**src/rtl/i2c_arb_params.svh**
```systemverilog
// Constants for the multi-master I2C arbitration block
`ifndef I2C_ARB_PARAMS_SVH
`define I2C_ARB_PARAMS_SVH
`define ADDR_CTRL 4'h0
`define ADDR_STAT 4'h1
`define ADDR_BUF 4'h2
`define ADDR_RELOAD 4'h3
`define CTRL_EN 0
`define CTRL_SEN 1
`define CTRL_RSEN 2
`define CTRL_PEN 3
`define CTRL_ACKEN 4
`define CTRL_ACKDT 5
`define CTRL_IE 6
`define STAT_BF 0
`define STAT_START 1
`define STAT_STOP 2
`define STAT_WRITE_COLLISION_FLAG 3
`define STAT_BCOL 4
`define STAT_IF 5
`define STAT_ACKSTAT 6
`define STAT_BUSY 7
`define RELOAD_RST 8'h4F
`endif

```
**src/rtl/i2c_arb_pkg.sv**
```systemverilog
// Types for the multi-master I2C arbitration block
package i2c_arb_pkg;
    typedef enum logic [3:0] {
        ST_IDLE, ST_S_WAIT, ST_S_HOLD, ST_RS_LOW, ST_RS_SCLH, ST_RS_WAIT,
        ST_RS_HOLD, ST_TX_LOW, ST_TX_HIGH, ST_ACK_LOW, ST_ACK_HIGH,
        ST_P_LOW, ST_P_HIGH, ST_P_DONE
    } phase_t;
    typedef struct packed {
        logic [6:0] ctrl;
        logic [7:0] reload;
        logic [7:0] buffer;
        logic [7:0] shift;
        logic [3:0] bit_cnt;
        logic [7:0] baud_generator;
        phase_t phase;
        logic bf;
        logic start_seen;
        logic stop_seen;
        logic write_collision_flag;
        logic bcol;
        logic irq_flag;
        logic ackstat;
        logic sda_drive_low;
        logic scl_drive_low;
        logic [1:0] sda_sync;
        logic [1:0] scl_sync;
        logic sda_prev;
        logic scl_prev;
        logic [7:0] rd_data;
        logic wake;
    } state_t;
endpackage : i2c_arb_pkg

```
**src/rtl/i2c_master_bus_arbitration.sv**
```systemverilog
// Multi-master I2C master with bus collision and arbitration logic
`timescale 1ns/1ps
`include "i2c_arb_params.svh"
module i2c_master_bus_arbitration (
    input wire logic clk_sys,
    input wire logic sys_rst,
    input wire logic [3:0] reg_addr,
    input wire logic [7:0] reg_wdata,
    input wire logic reg_wr,
    input wire logic reg_rd,
    output logic [7:0] reg_rdata,
    input wire logic sleep_mode,
    input wire logic slave_event,
    output logic wake_req,
    input wire logic sda_in,
    output logic sda_out,
    output logic sda_oe_n,
    input wire logic scl_in,
    output logic scl_out,
    output logic scl_oe_n
);
    // All state in one packed register image
    i2c_arb_pkg::state_t s_r;
    i2c_arb_pkg::state_t s_nxt;

    // Sequence enables occupy the engine; read from control image
    function automatic logic seq_busy(input logic [6:0] c);
        seq_busy = c[`CTRL_SEN] | c[`CTRL_RSEN] | c[`CTRL_PEN] | c[`CTRL_ACKEN];
    endfunction : seq_busy

    // Load generator from reload value; values below 3 are unsupported
    function automatic logic [7:0] brg_load(input logic [7:0] r);
        brg_load = r;
    endfunction : brg_load

    // Synchronised pin levels and bus events
    // Start and Stop are seen only with SCL high on both samples
    logic sda_s;
    logic scl_s;
    logic brg_zero;
    logic stop_cond;
    logic start_cond;
    assign sda_s = s_r.sda_sync[1];
    assign scl_s = s_r.scl_sync[1];
    assign brg_zero = (s_r.baud_generator == 8'h00);
    assign stop_cond = scl_s & s_r.scl_prev & sda_s & ~s_r.sda_prev;
    assign start_cond = scl_s & s_r.scl_prev & ~sda_s & s_r.sda_prev;

    // Whole next state in one place; collision handling overrides phases
    always_comb begin
        logic coll;
        logic en;
        coll = 1'b0;
        s_nxt = s_r;
        en = s_r.ctrl[`CTRL_EN];
        // Two-flop synchronisers; only the second stage feeds logic
        s_nxt.sda_sync = {s_r.sda_sync[0], sda_in};
        s_nxt.scl_sync = {s_r.scl_sync[0], scl_in};
        s_nxt.sda_prev = sda_s;
        s_nxt.scl_prev = scl_s;
        s_nxt.wake = 1'b0;
        // Generator counts down and parks at zero
        if (!brg_zero) begin
            s_nxt.baud_generator = s_r.baud_generator - 8'h01;
        end
        // Bus watching runs while the port is enabled, even after a lost arbitration
        if (start_cond) begin
            s_nxt.start_seen = 1'b1;
            s_nxt.stop_seen = 1'b0;
        end
        if (stop_cond) begin
            s_nxt.stop_seen = 1'b1;
            s_nxt.start_seen = 1'b0;
            if (s_r.start_seen && s_r.ctrl[`CTRL_IE]) begin
                s_nxt.irq_flag = 1'b1;
            end
            if (s_r.bcol) begin
                s_nxt.irq_flag = 1'b1;
            end
        end
        // Sleeping slave events wake the core only when interrupts are enabled
        if (sleep_mode && slave_event && s_r.ctrl[`CTRL_IE]) begin
            s_nxt.wake = 1'b1;
        end
        case (s_r.phase)
            // Idle: sequence enables take priority over a loaded buffer
            // Start is refused at once if either line is already low
            i2c_arb_pkg::ST_IDLE: begin
                if (s_r.ctrl[`CTRL_SEN]) begin
                    if (!sda_s || !scl_s) begin
                        coll = 1'b1;
                    end else begin
                        s_nxt.baud_generator = brg_load(s_r.reload);
                        s_nxt.phase = i2c_arb_pkg::ST_S_WAIT;
                    end
                end else if (s_r.ctrl[`CTRL_RSEN]) begin
                    s_nxt.sda_drive_low = 1'b0;
                    s_nxt.baud_generator = brg_load(s_r.reload);
                    s_nxt.phase = i2c_arb_pkg::ST_RS_LOW;
                end else if (s_r.ctrl[`CTRL_PEN]) begin
                    s_nxt.sda_drive_low = 1'b1;
                    s_nxt.baud_generator = brg_load(s_r.reload);
                    s_nxt.phase = i2c_arb_pkg::ST_P_LOW;
                end else if (s_r.ctrl[`CTRL_ACKEN]) begin
                    s_nxt.scl_drive_low = 1'b1;
                    s_nxt.sda_drive_low = ~s_r.ctrl[`CTRL_ACKDT];
                    s_nxt.baud_generator = brg_load(s_r.reload);
                    s_nxt.phase = i2c_arb_pkg::ST_ACK_LOW;
                end else if (s_r.bf) begin
                    s_nxt.scl_drive_low = 1'b1;
                    s_nxt.bit_cnt = 4'h0;
                    s_nxt.sda_drive_low = ~s_r.shift[7];
                    s_nxt.baud_generator = brg_load(s_r.reload);
                    s_nxt.phase = i2c_arb_pkg::ST_TX_LOW;
                end
            end
            // Start count with both lines high
            i2c_arb_pkg::ST_S_WAIT: begin
                if (!sda_s) begin
                    s_nxt.baud_generator = brg_load(s_r.reload);
                    s_nxt.sda_drive_low = 1'b1;
                    s_nxt.phase = i2c_arb_pkg::ST_S_HOLD;
                end else if (!scl_s) begin
                    coll = 1'b1;
                end else if (brg_zero) begin
                    s_nxt.sda_drive_low = 1'b1;
                    s_nxt.baud_generator = brg_load(s_r.reload);
                    s_nxt.phase = i2c_arb_pkg::ST_S_HOLD;
                end
            end
            // SDA held low for one count, then SCL follows
            i2c_arb_pkg::ST_S_HOLD: begin
                // SCL low here is another master's Start, not a collision
                if (brg_zero) begin
                    s_nxt.scl_drive_low = 1'b1;
                    s_nxt.ctrl[`CTRL_SEN] = 1'b0;
                    s_nxt.irq_flag = 1'b1;
                    s_nxt.phase = i2c_arb_pkg::ST_IDLE;
                end
            end
            // Restart: SDA released, SCL kept low for one count
            // so that SDA can settle high before the clock rises
            i2c_arb_pkg::ST_RS_LOW: begin
                if (brg_zero) begin
                    s_nxt.scl_drive_low = 1'b0;
                    s_nxt.phase = i2c_arb_pkg::ST_RS_SCLH;
                end
            end
            // SCL released; sample SDA once it really reads high
            i2c_arb_pkg::ST_RS_SCLH: begin
                // Clock stretching: wait for SCL really high
                if (scl_s) begin
                    if (!sda_s) begin
                        coll = 1'b1;
                    end else begin
                        s_nxt.baud_generator = brg_load(s_r.reload);
                        s_nxt.phase = i2c_arb_pkg::ST_RS_WAIT;
                    end
                end
            end
            // Restart count with both lines high; an early SDA fall
            // from another master ends the count without a collision
            i2c_arb_pkg::ST_RS_WAIT: begin
                if (!scl_s) begin
                    coll = 1'b1;
                end else if (!sda_s) begin
                    s_nxt.sda_drive_low = 1'b1;
                    s_nxt.baud_generator = brg_load(s_r.reload);
                    s_nxt.phase = i2c_arb_pkg::ST_RS_HOLD;
                end else if (brg_zero) begin
                    s_nxt.sda_drive_low = 1'b1;
                    s_nxt.baud_generator = brg_load(s_r.reload);
                    s_nxt.phase = i2c_arb_pkg::ST_RS_HOLD;
                end
            end
            // SCL pulled low at count end whatever its level
            i2c_arb_pkg::ST_RS_HOLD: begin
                if (brg_zero) begin
                    s_nxt.scl_drive_low = 1'b1;
                    s_nxt.ctrl[`CTRL_RSEN] = 1'b0;
                    s_nxt.irq_flag = 1'b1;
                    s_nxt.phase = i2c_arb_pkg::ST_IDLE;
                end
            end
            // Low half of a data or acknowledge clock
            // Data changes only while SCL is held low
            i2c_arb_pkg::ST_TX_LOW, i2c_arb_pkg::ST_ACK_LOW: begin
                if (brg_zero) begin
                    s_nxt.scl_drive_low = 1'b0;
                    s_nxt.phase = (s_r.phase == i2c_arb_pkg::ST_TX_LOW) ?
                        i2c_arb_pkg::ST_TX_HIGH : i2c_arb_pkg::ST_ACK_HIGH;
                end
            end
            // High half: a released SDA read low means lost arbitration
            // The ninth clock of a sent byte belongs to the slave's answer
            i2c_arb_pkg::ST_TX_HIGH, i2c_arb_pkg::ST_ACK_HIGH: begin
                if (!scl_s) begin
                    s_nxt.baud_generator = brg_load(s_r.reload); // Held low by a stretcher
                end else if (!s_r.sda_drive_low && !sda_s
                             && (s_r.bit_cnt != 4'h8
                                 || s_r.phase == i2c_arb_pkg::ST_ACK_HIGH)) begin
                    coll = 1'b1;
                end else if (brg_zero) begin
                    s_nxt.scl_drive_low = 1'b1;
                    s_nxt.baud_generator = brg_load(s_r.reload);
                    if (s_r.phase == i2c_arb_pkg::ST_ACK_HIGH) begin
                        s_nxt.ctrl[`CTRL_ACKEN] = 1'b0;
                        s_nxt.irq_flag = 1'b1;
                        s_nxt.phase = i2c_arb_pkg::ST_IDLE;
                    end else if (s_r.bit_cnt == 4'h8) begin
                        s_nxt.ackstat = sda_s;
                        s_nxt.bf = 1'b0;
                        s_nxt.irq_flag = 1'b1;
                        s_nxt.sda_drive_low = 1'b0;
                        s_nxt.phase = i2c_arb_pkg::ST_IDLE;
                    end else begin
                        s_nxt.bit_cnt = s_r.bit_cnt + 4'h1;
                        s_nxt.shift = {s_r.shift[6:0], 1'b1};
                        s_nxt.sda_drive_low = (s_r.bit_cnt == 4'h7) ? 1'b0 : ~s_r.shift[6];
                        s_nxt.phase = i2c_arb_pkg::ST_TX_LOW;
                    end
                end
            end
            // Stop: SDA low first, then SCL released
            i2c_arb_pkg::ST_P_LOW: begin
                if (brg_zero && !sda_s) begin
                    s_nxt.scl_drive_low = 1'b0;
                    s_nxt.baud_generator = brg_load(s_r.reload);
                    s_nxt.phase = i2c_arb_pkg::ST_P_HIGH;
                end
            end
            // SCL high for one count, then SDA released
            i2c_arb_pkg::ST_P_HIGH: begin
                if (brg_zero && scl_s) begin
                    s_nxt.sda_drive_low = 1'b0;
                    s_nxt.baud_generator = brg_load(s_r.reload);
                    s_nxt.phase = i2c_arb_pkg::ST_P_DONE;
                end
            end
            // Stop complete once SDA reads high
            i2c_arb_pkg::ST_P_DONE: begin
                if (brg_zero && sda_s) begin
                    s_nxt.ctrl[`CTRL_PEN] = 1'b0;
                    s_nxt.irq_flag = 1'b1;
                    s_nxt.phase = i2c_arb_pkg::ST_IDLE;
                end
            end
            // Unused codes fall back to idle
            default: begin
                s_nxt.phase = i2c_arb_pkg::ST_IDLE;
            end
        endcase
        // Lost arbitration in any phase: free lines and go idle
        if (coll) begin
            s_nxt.bcol = 1'b1;
            s_nxt.bf = 1'b0;
            s_nxt.sda_drive_low = 1'b0;
            s_nxt.scl_drive_low = 1'b0;
            s_nxt.ctrl[`CTRL_SEN] = 1'b0;
            s_nxt.ctrl[`CTRL_RSEN] = 1'b0;
            s_nxt.ctrl[`CTRL_PEN] = 1'b0;
            s_nxt.ctrl[`CTRL_ACKEN] = 1'b0;
            s_nxt.phase = i2c_arb_pkg::ST_IDLE;
        end
        // Register writes; hardware sets in the same cycle win over clears, except an IF set while IF is already 1
        if (reg_wr) begin
            case (reg_addr)
                `ADDR_CTRL: begin
                    // Several enables may be set; idle takes one at a time
                    s_nxt.ctrl = reg_wdata[6:0];
                end
                `ADDR_STAT: begin
                    // Write 0 clears; a set from hardware this cycle is kept, except for IF when IF was already 1
                    if (!reg_wdata[`STAT_WRITE_COLLISION_FLAG]) begin
                        s_nxt.write_collision_flag = 1'b0;
                    end
                    if (!reg_wdata[`STAT_BCOL] && !coll) begin
                        s_nxt.bcol = 1'b0;
                    end
                    if (!reg_wdata[`STAT_IF] && s_nxt.irq_flag == s_r.irq_flag) begin
                        s_nxt.irq_flag = 1'b0;
                    end
                end
                `ADDR_BUF: begin
                    if (s_r.phase != i2c_arb_pkg::ST_IDLE || seq_busy(s_r.ctrl)
                        || s_r.bf) begin
                        s_nxt.write_collision_flag = 1'b1;
                    end else begin
                        s_nxt.buffer = reg_wdata;
                        s_nxt.shift = reg_wdata;
                        s_nxt.bf = 1'b1;
                    end
                end
                `ADDR_RELOAD: begin
                    s_nxt.reload = reg_wdata;
                end
                default: begin
                end
            endcase
        end
        // Port disabled: no transfer runs, bus status is forgotten
        if (!en) begin
            s_nxt.start_seen = 1'b0;
            s_nxt.stop_seen = 1'b0;
            s_nxt.phase = i2c_arb_pkg::ST_IDLE;
            s_nxt.sda_drive_low = 1'b0;
            s_nxt.scl_drive_low = 1'b0;
            s_nxt.bf = 1'b0;
        end
        // Read data valid the cycle after the strobe only
        s_nxt.rd_data = 8'h00;
        if (reg_rd) begin
            case (reg_addr)
                `ADDR_CTRL: s_nxt.rd_data = {1'b0, s_r.ctrl};
                `ADDR_STAT: s_nxt.rd_data = {
                    (s_r.phase != i2c_arb_pkg::ST_IDLE) | seq_busy(s_r.ctrl),
                    s_r.ackstat, s_r.irq_flag, s_r.bcol, s_r.write_collision_flag,
                    s_r.stop_seen, s_r.start_seen, s_r.bf};
                `ADDR_BUF: s_nxt.rd_data = s_r.buffer;
                `ADDR_RELOAD: s_nxt.rd_data = s_r.reload;
                default: s_nxt.rd_data = 8'h00;
            endcase
        end
    end

    // Single state register; reset disables the port
    always_ff @(posedge clk_sys) begin
        if (sys_rst) begin
            s_r <= '0;
            s_r.reload <= `RELOAD_RST;
            s_r.sda_sync <= 2'h3;
            s_r.scl_sync <= 2'h3;
            s_r.sda_prev <= 1'b1;
            s_r.scl_prev <= 1'b1;
            s_r.phase <= i2c_arb_pkg::ST_IDLE;
        end else begin
            s_r <= s_nxt;
        end
    end

    // Outputs straight from state flops; enable low means driving
    assign reg_rdata = s_r.rd_data;
    assign wake_req = s_r.wake;
    // Pins only ever pull low; the pull-ups make the high level
    assign sda_out = 1'b0;
    assign scl_out = 1'b0;
    assign sda_oe_n = ~s_r.sda_drive_low;
    assign scl_oe_n = ~s_r.scl_drive_low;
endmodule : i2c_master_bus_arbitration

```
**config.mk**
```make
export PLATFORM = sky130hd
export DESIGN_NAME = i2c_master_bus_arbitration
export DESIGN_NICKNAME = d
export VERILOG_FILES = /design/src/rtl/i2c_arb_pkg.sv /design/src/rtl/i2c_master_bus_arbitration.sv
export VERILOG_INCLUDE_DIRS = /design/src /design/src/rtl
export SDC_FILE = /design/constraint.sdc
export NUM_CORES = 1
export LEC_CHECK = 0
export BUFFER_PORTS_ARGS = -buffer_cell sky130_fd_sc_hd__buf_2
export CORE_AREA = 3 3 90 92
export CTS_BUF_LIST = sky130_fd_sc_hd__clkbuf_4 sky130_fd_sc_hd__clkbuf_8
export DETAILED_ROUTE_END_ITERATION = 10
export DIE_AREA = 0 0 93 95
export PLACE_DENSITY_LB_ADDON = 0.15
export SLEW_MARGIN = 20
export SYNTH_ARGS = -nofsm -noshare
export SYNTH_HDL_FRONTEND = slang
export SYNTH_SLANG_ARGS = --single-unit
export TNS_END_PERCENT = 1
```
**constraint.sdc**
```tcl
create_clock -name clk_sys -period 2.9 [get_ports clk_sys]
set_input_delay 0.29 -clock clk_sys [delete_from_list [all_inputs] [get_ports clk_sys]]
set_output_delay 0.29 -clock clk_sys [all_outputs]
set_load 0.05 [all_outputs]
```
==> summary.md <==
| Metric | Value |
|---|---|
| GPL Wtd Cong | `1.03` |
| Starting Density | `63.3%` |
| Yosys cell types | `76` |
| Drt drc | `0` |
| YS warnings | `0` |
| Endpoints failing hold | `0` |
| Final Net Count | `656` |
| Reg2reg path depth | `8` |
| Initial antenna violation count | `0` |
| Post-synth EDFFs | `0` |
| Pre-antenna DRT Iters | `5` |
| Post-CTS Setup Bufs | `0` |
| H-tree Lvls | `3` |
| Post-Synthesis Cell Area | `4620 um2` |
| Port bufs | `30` |
| Worst IR drop on VDD | `0.000386 V` |
| Post-DP HPWL | `10800 um` |
| Global-route wire length before repair | `23700 um` |
| Ys async rst share | `0%` |
| Area Growth Syn to Fin | `11.6%` |
| Cts bufs inserted | `9` |
| Status | `finished clean` |
| Grt total ovfl | `0` |
| DIE WIDTH | `93 um` |
| # diodes | `0` |
| Type of origin of the critical path | `flip-flop` |
| Starting DRT DRC Count | `662` |
| Unrepaired setup endpoints after global routing | `no` |
| Synthesized instance count | `606` |
| CTS tree | `yes` |
| # setup viols final | `0` |
| Vias in the first global route | `4580` |
| Routed vias/inst | `6.73` |
| I/O pin cnt | `33` |
| Seq/Total Area, Yosys | `30.8%` |
| Vias | `4954` |
| Routed Antenna Nets | `0` |
| Critical-path maximum fanout | `10` |
| CP Data Arrival Time | `2.91 ns` |
| Share of cells above drive strength 1 | `17.6%` |
| CTS resizes | `0` |
| Clock root buffer master | `clkbuf_8` |
| Final worst path period share | `91.1%` |
| Least-Margin Pin Slew | `0.640 ns` |
| Final TNS setup | `0 ns` |
| Final hold slack | `0.121 ns` |
| Total Wirelength | `14800 um` |
| Final worst path period need | `2.64 ns` |
| Clk_lat worst skew | `0.35 ns` |
| Full die area | `8840 um2` |
| Crit end category | `flip-flop` |
| Worst Hold Class | `input pin to flip-flop` |
| Commonest cells after routing, fill and taps aside | `dfxtp_1 (71), nor2_1 (63), nand2_1 (60), a21oi_1 (47), buf_4 (40)` |
| LEAKAGE | `2.02 nW` |
| Max-Cap Viols | `0` |
| CTS Hold Bufs | `0` |
| Yosys top cell by area | `dfxtp_1` |
| Layout Utilization | `70.7%` |
| Maximum buffer depth of the clock tree | `2` |
| Main flop type after synthesis | `dfxtp_1` |
| DR WL/cell | `20.1 um` |
| Mapped Avg Cell Area | `7.62 um2` |
| Seq cells post-synth | `71` |
| Core Box Area | `7290 um2` |
| FP Rows | `31` |
| Global Route Usage Sum | `34.4%` |
| Commonest non-fill, non-tap cell in the layout | `dfxtp_1` |
| Clk slew on worst S/H paths | `0.08 ns` |
| Pwr Density | `600 nW/um2` |
| CP Data Required Time | `3.17 ns` |
| Hold path depth | `2` |
| Clock Skew | `0.00941 ns` |
| Synth top area cells | `dfxtp_1 (31%), nor2_1 (5.1%), a21oi_1 (5.1%)` |
| Crit path kind | `flip-flop to flip-flop` |
| Yosys top cell area share | `30.8%` |
| FMAX | `0.379 GHz` |
| Pin count of the biggest net entering global routing | `37` |
| Die Span Y | `95 um` |
| Slew margin rel. | `57.3%` |
| Clock sinks | `71` |
| Final max-slew violation count | `0` |
## flip-flops by register name (all words and copies together) (netlist names)
register / count
s_r: 58
s_nxt: 4
reg_rdata: 8
wake_req: 1
## power breakdown
group          internal (mW)  switching (mW)  total [mW]
clock network          0.512           0.402       0.914
registers               1.04          0.0975        1.13
logic                  0.413           0.636        1.05
total                   1.96            1.14        3.10
## synthesized netlist by cell type (all sizes together), types with 10 or more instances
library cell / instances
mux2i: 10
a31oi: 11
a211o: 10
a21oi: 47
a211oi: 27
buf: 20
nor2b: 16
nand2: 61
dfxtp: 71
nor2: 64
o21ai: 34
clkbuf: 36
inv: 18
nor3: 25
## metrics by stage
stage / instances / setup slack (ns) / instance area (um2) / power, mW
after floorplan: 607 / 0.583 / 4620 / 1.85
after global placement: 720 / 0.393 / 4930 / 2.16
after detailed placement: 720 / 0.349 / 4930 / 2.17
after CTS: 736 / 0.324 / 5160 / 3.07
after global routing: 736 / 0.105 / 5160 / 3.23
final: 736 / 0.259 / 5160 / 3.10
## cells by family (layout without fill, tap and decap cells)
group | count (synthesis) | count (layout) | synth area share, %
multiplexers | 18 | 18 | 4.12
XOR/XNOR | 4 | 4 | 0.759
other | 1 | 2 | 0.0812
AO/OA/AOI/OAI | 187 | 187 | 27.2
buffers and inverters | 75 | 105 | 7.42
AND/OR/NAND/NOR | 246 | 246 | 28.5
adder cells (fa/ha/maj) | 4 | 4 | 1.08
flip-flops | 71 | 71 | 30.8
## path summary, 6_finish.rpt
kind / end / from / slack, ns
worst min register to register: s_nxt[10] / s_nxt[14] / 0.41
worst max register to register: s_r[27] / s_r[28] / 0.26
worst min-delay path: s_nxt[14] / sda_in / 0.12
worst max-delay path: s_r[27] / s_r[28] / 0.26
## cell type report
| cell class | count | area, um2 |
|---|---|---|
| clock buffer | 10 | 138 |
| clock inverter | 6 | 93.8 |
| fill | 611 | 2130 |
| inverter | 19 | 71.3 |
| multi-input combinational | 461 | 2860 |
| sequential | 71 | 1420 |
| tap | 99 | 124 |
| timing repair buffer | 70 | 450 |
## layer usage
metal,wire length (um),vias up,global-route usage (%)
met3,1620,60,8.05
li1,-,2278,-
met2,6480,342,52.8
met4,588,0,14.7
met5,0,-,0
met1,6080,2274,46.2
## critical path, stage by stage (launching register included)
cell and delay [ns]:
dfxtp_1 0.41, inv_1 0.13, ha_1 0.21, nor3b_2 0.50
nand2_4 0.16, a22o_1 0.35, nor3_1 0.43, a21oi_1 0.13
a211oi_1 0.23
Power figures use the tool's default switching activity.
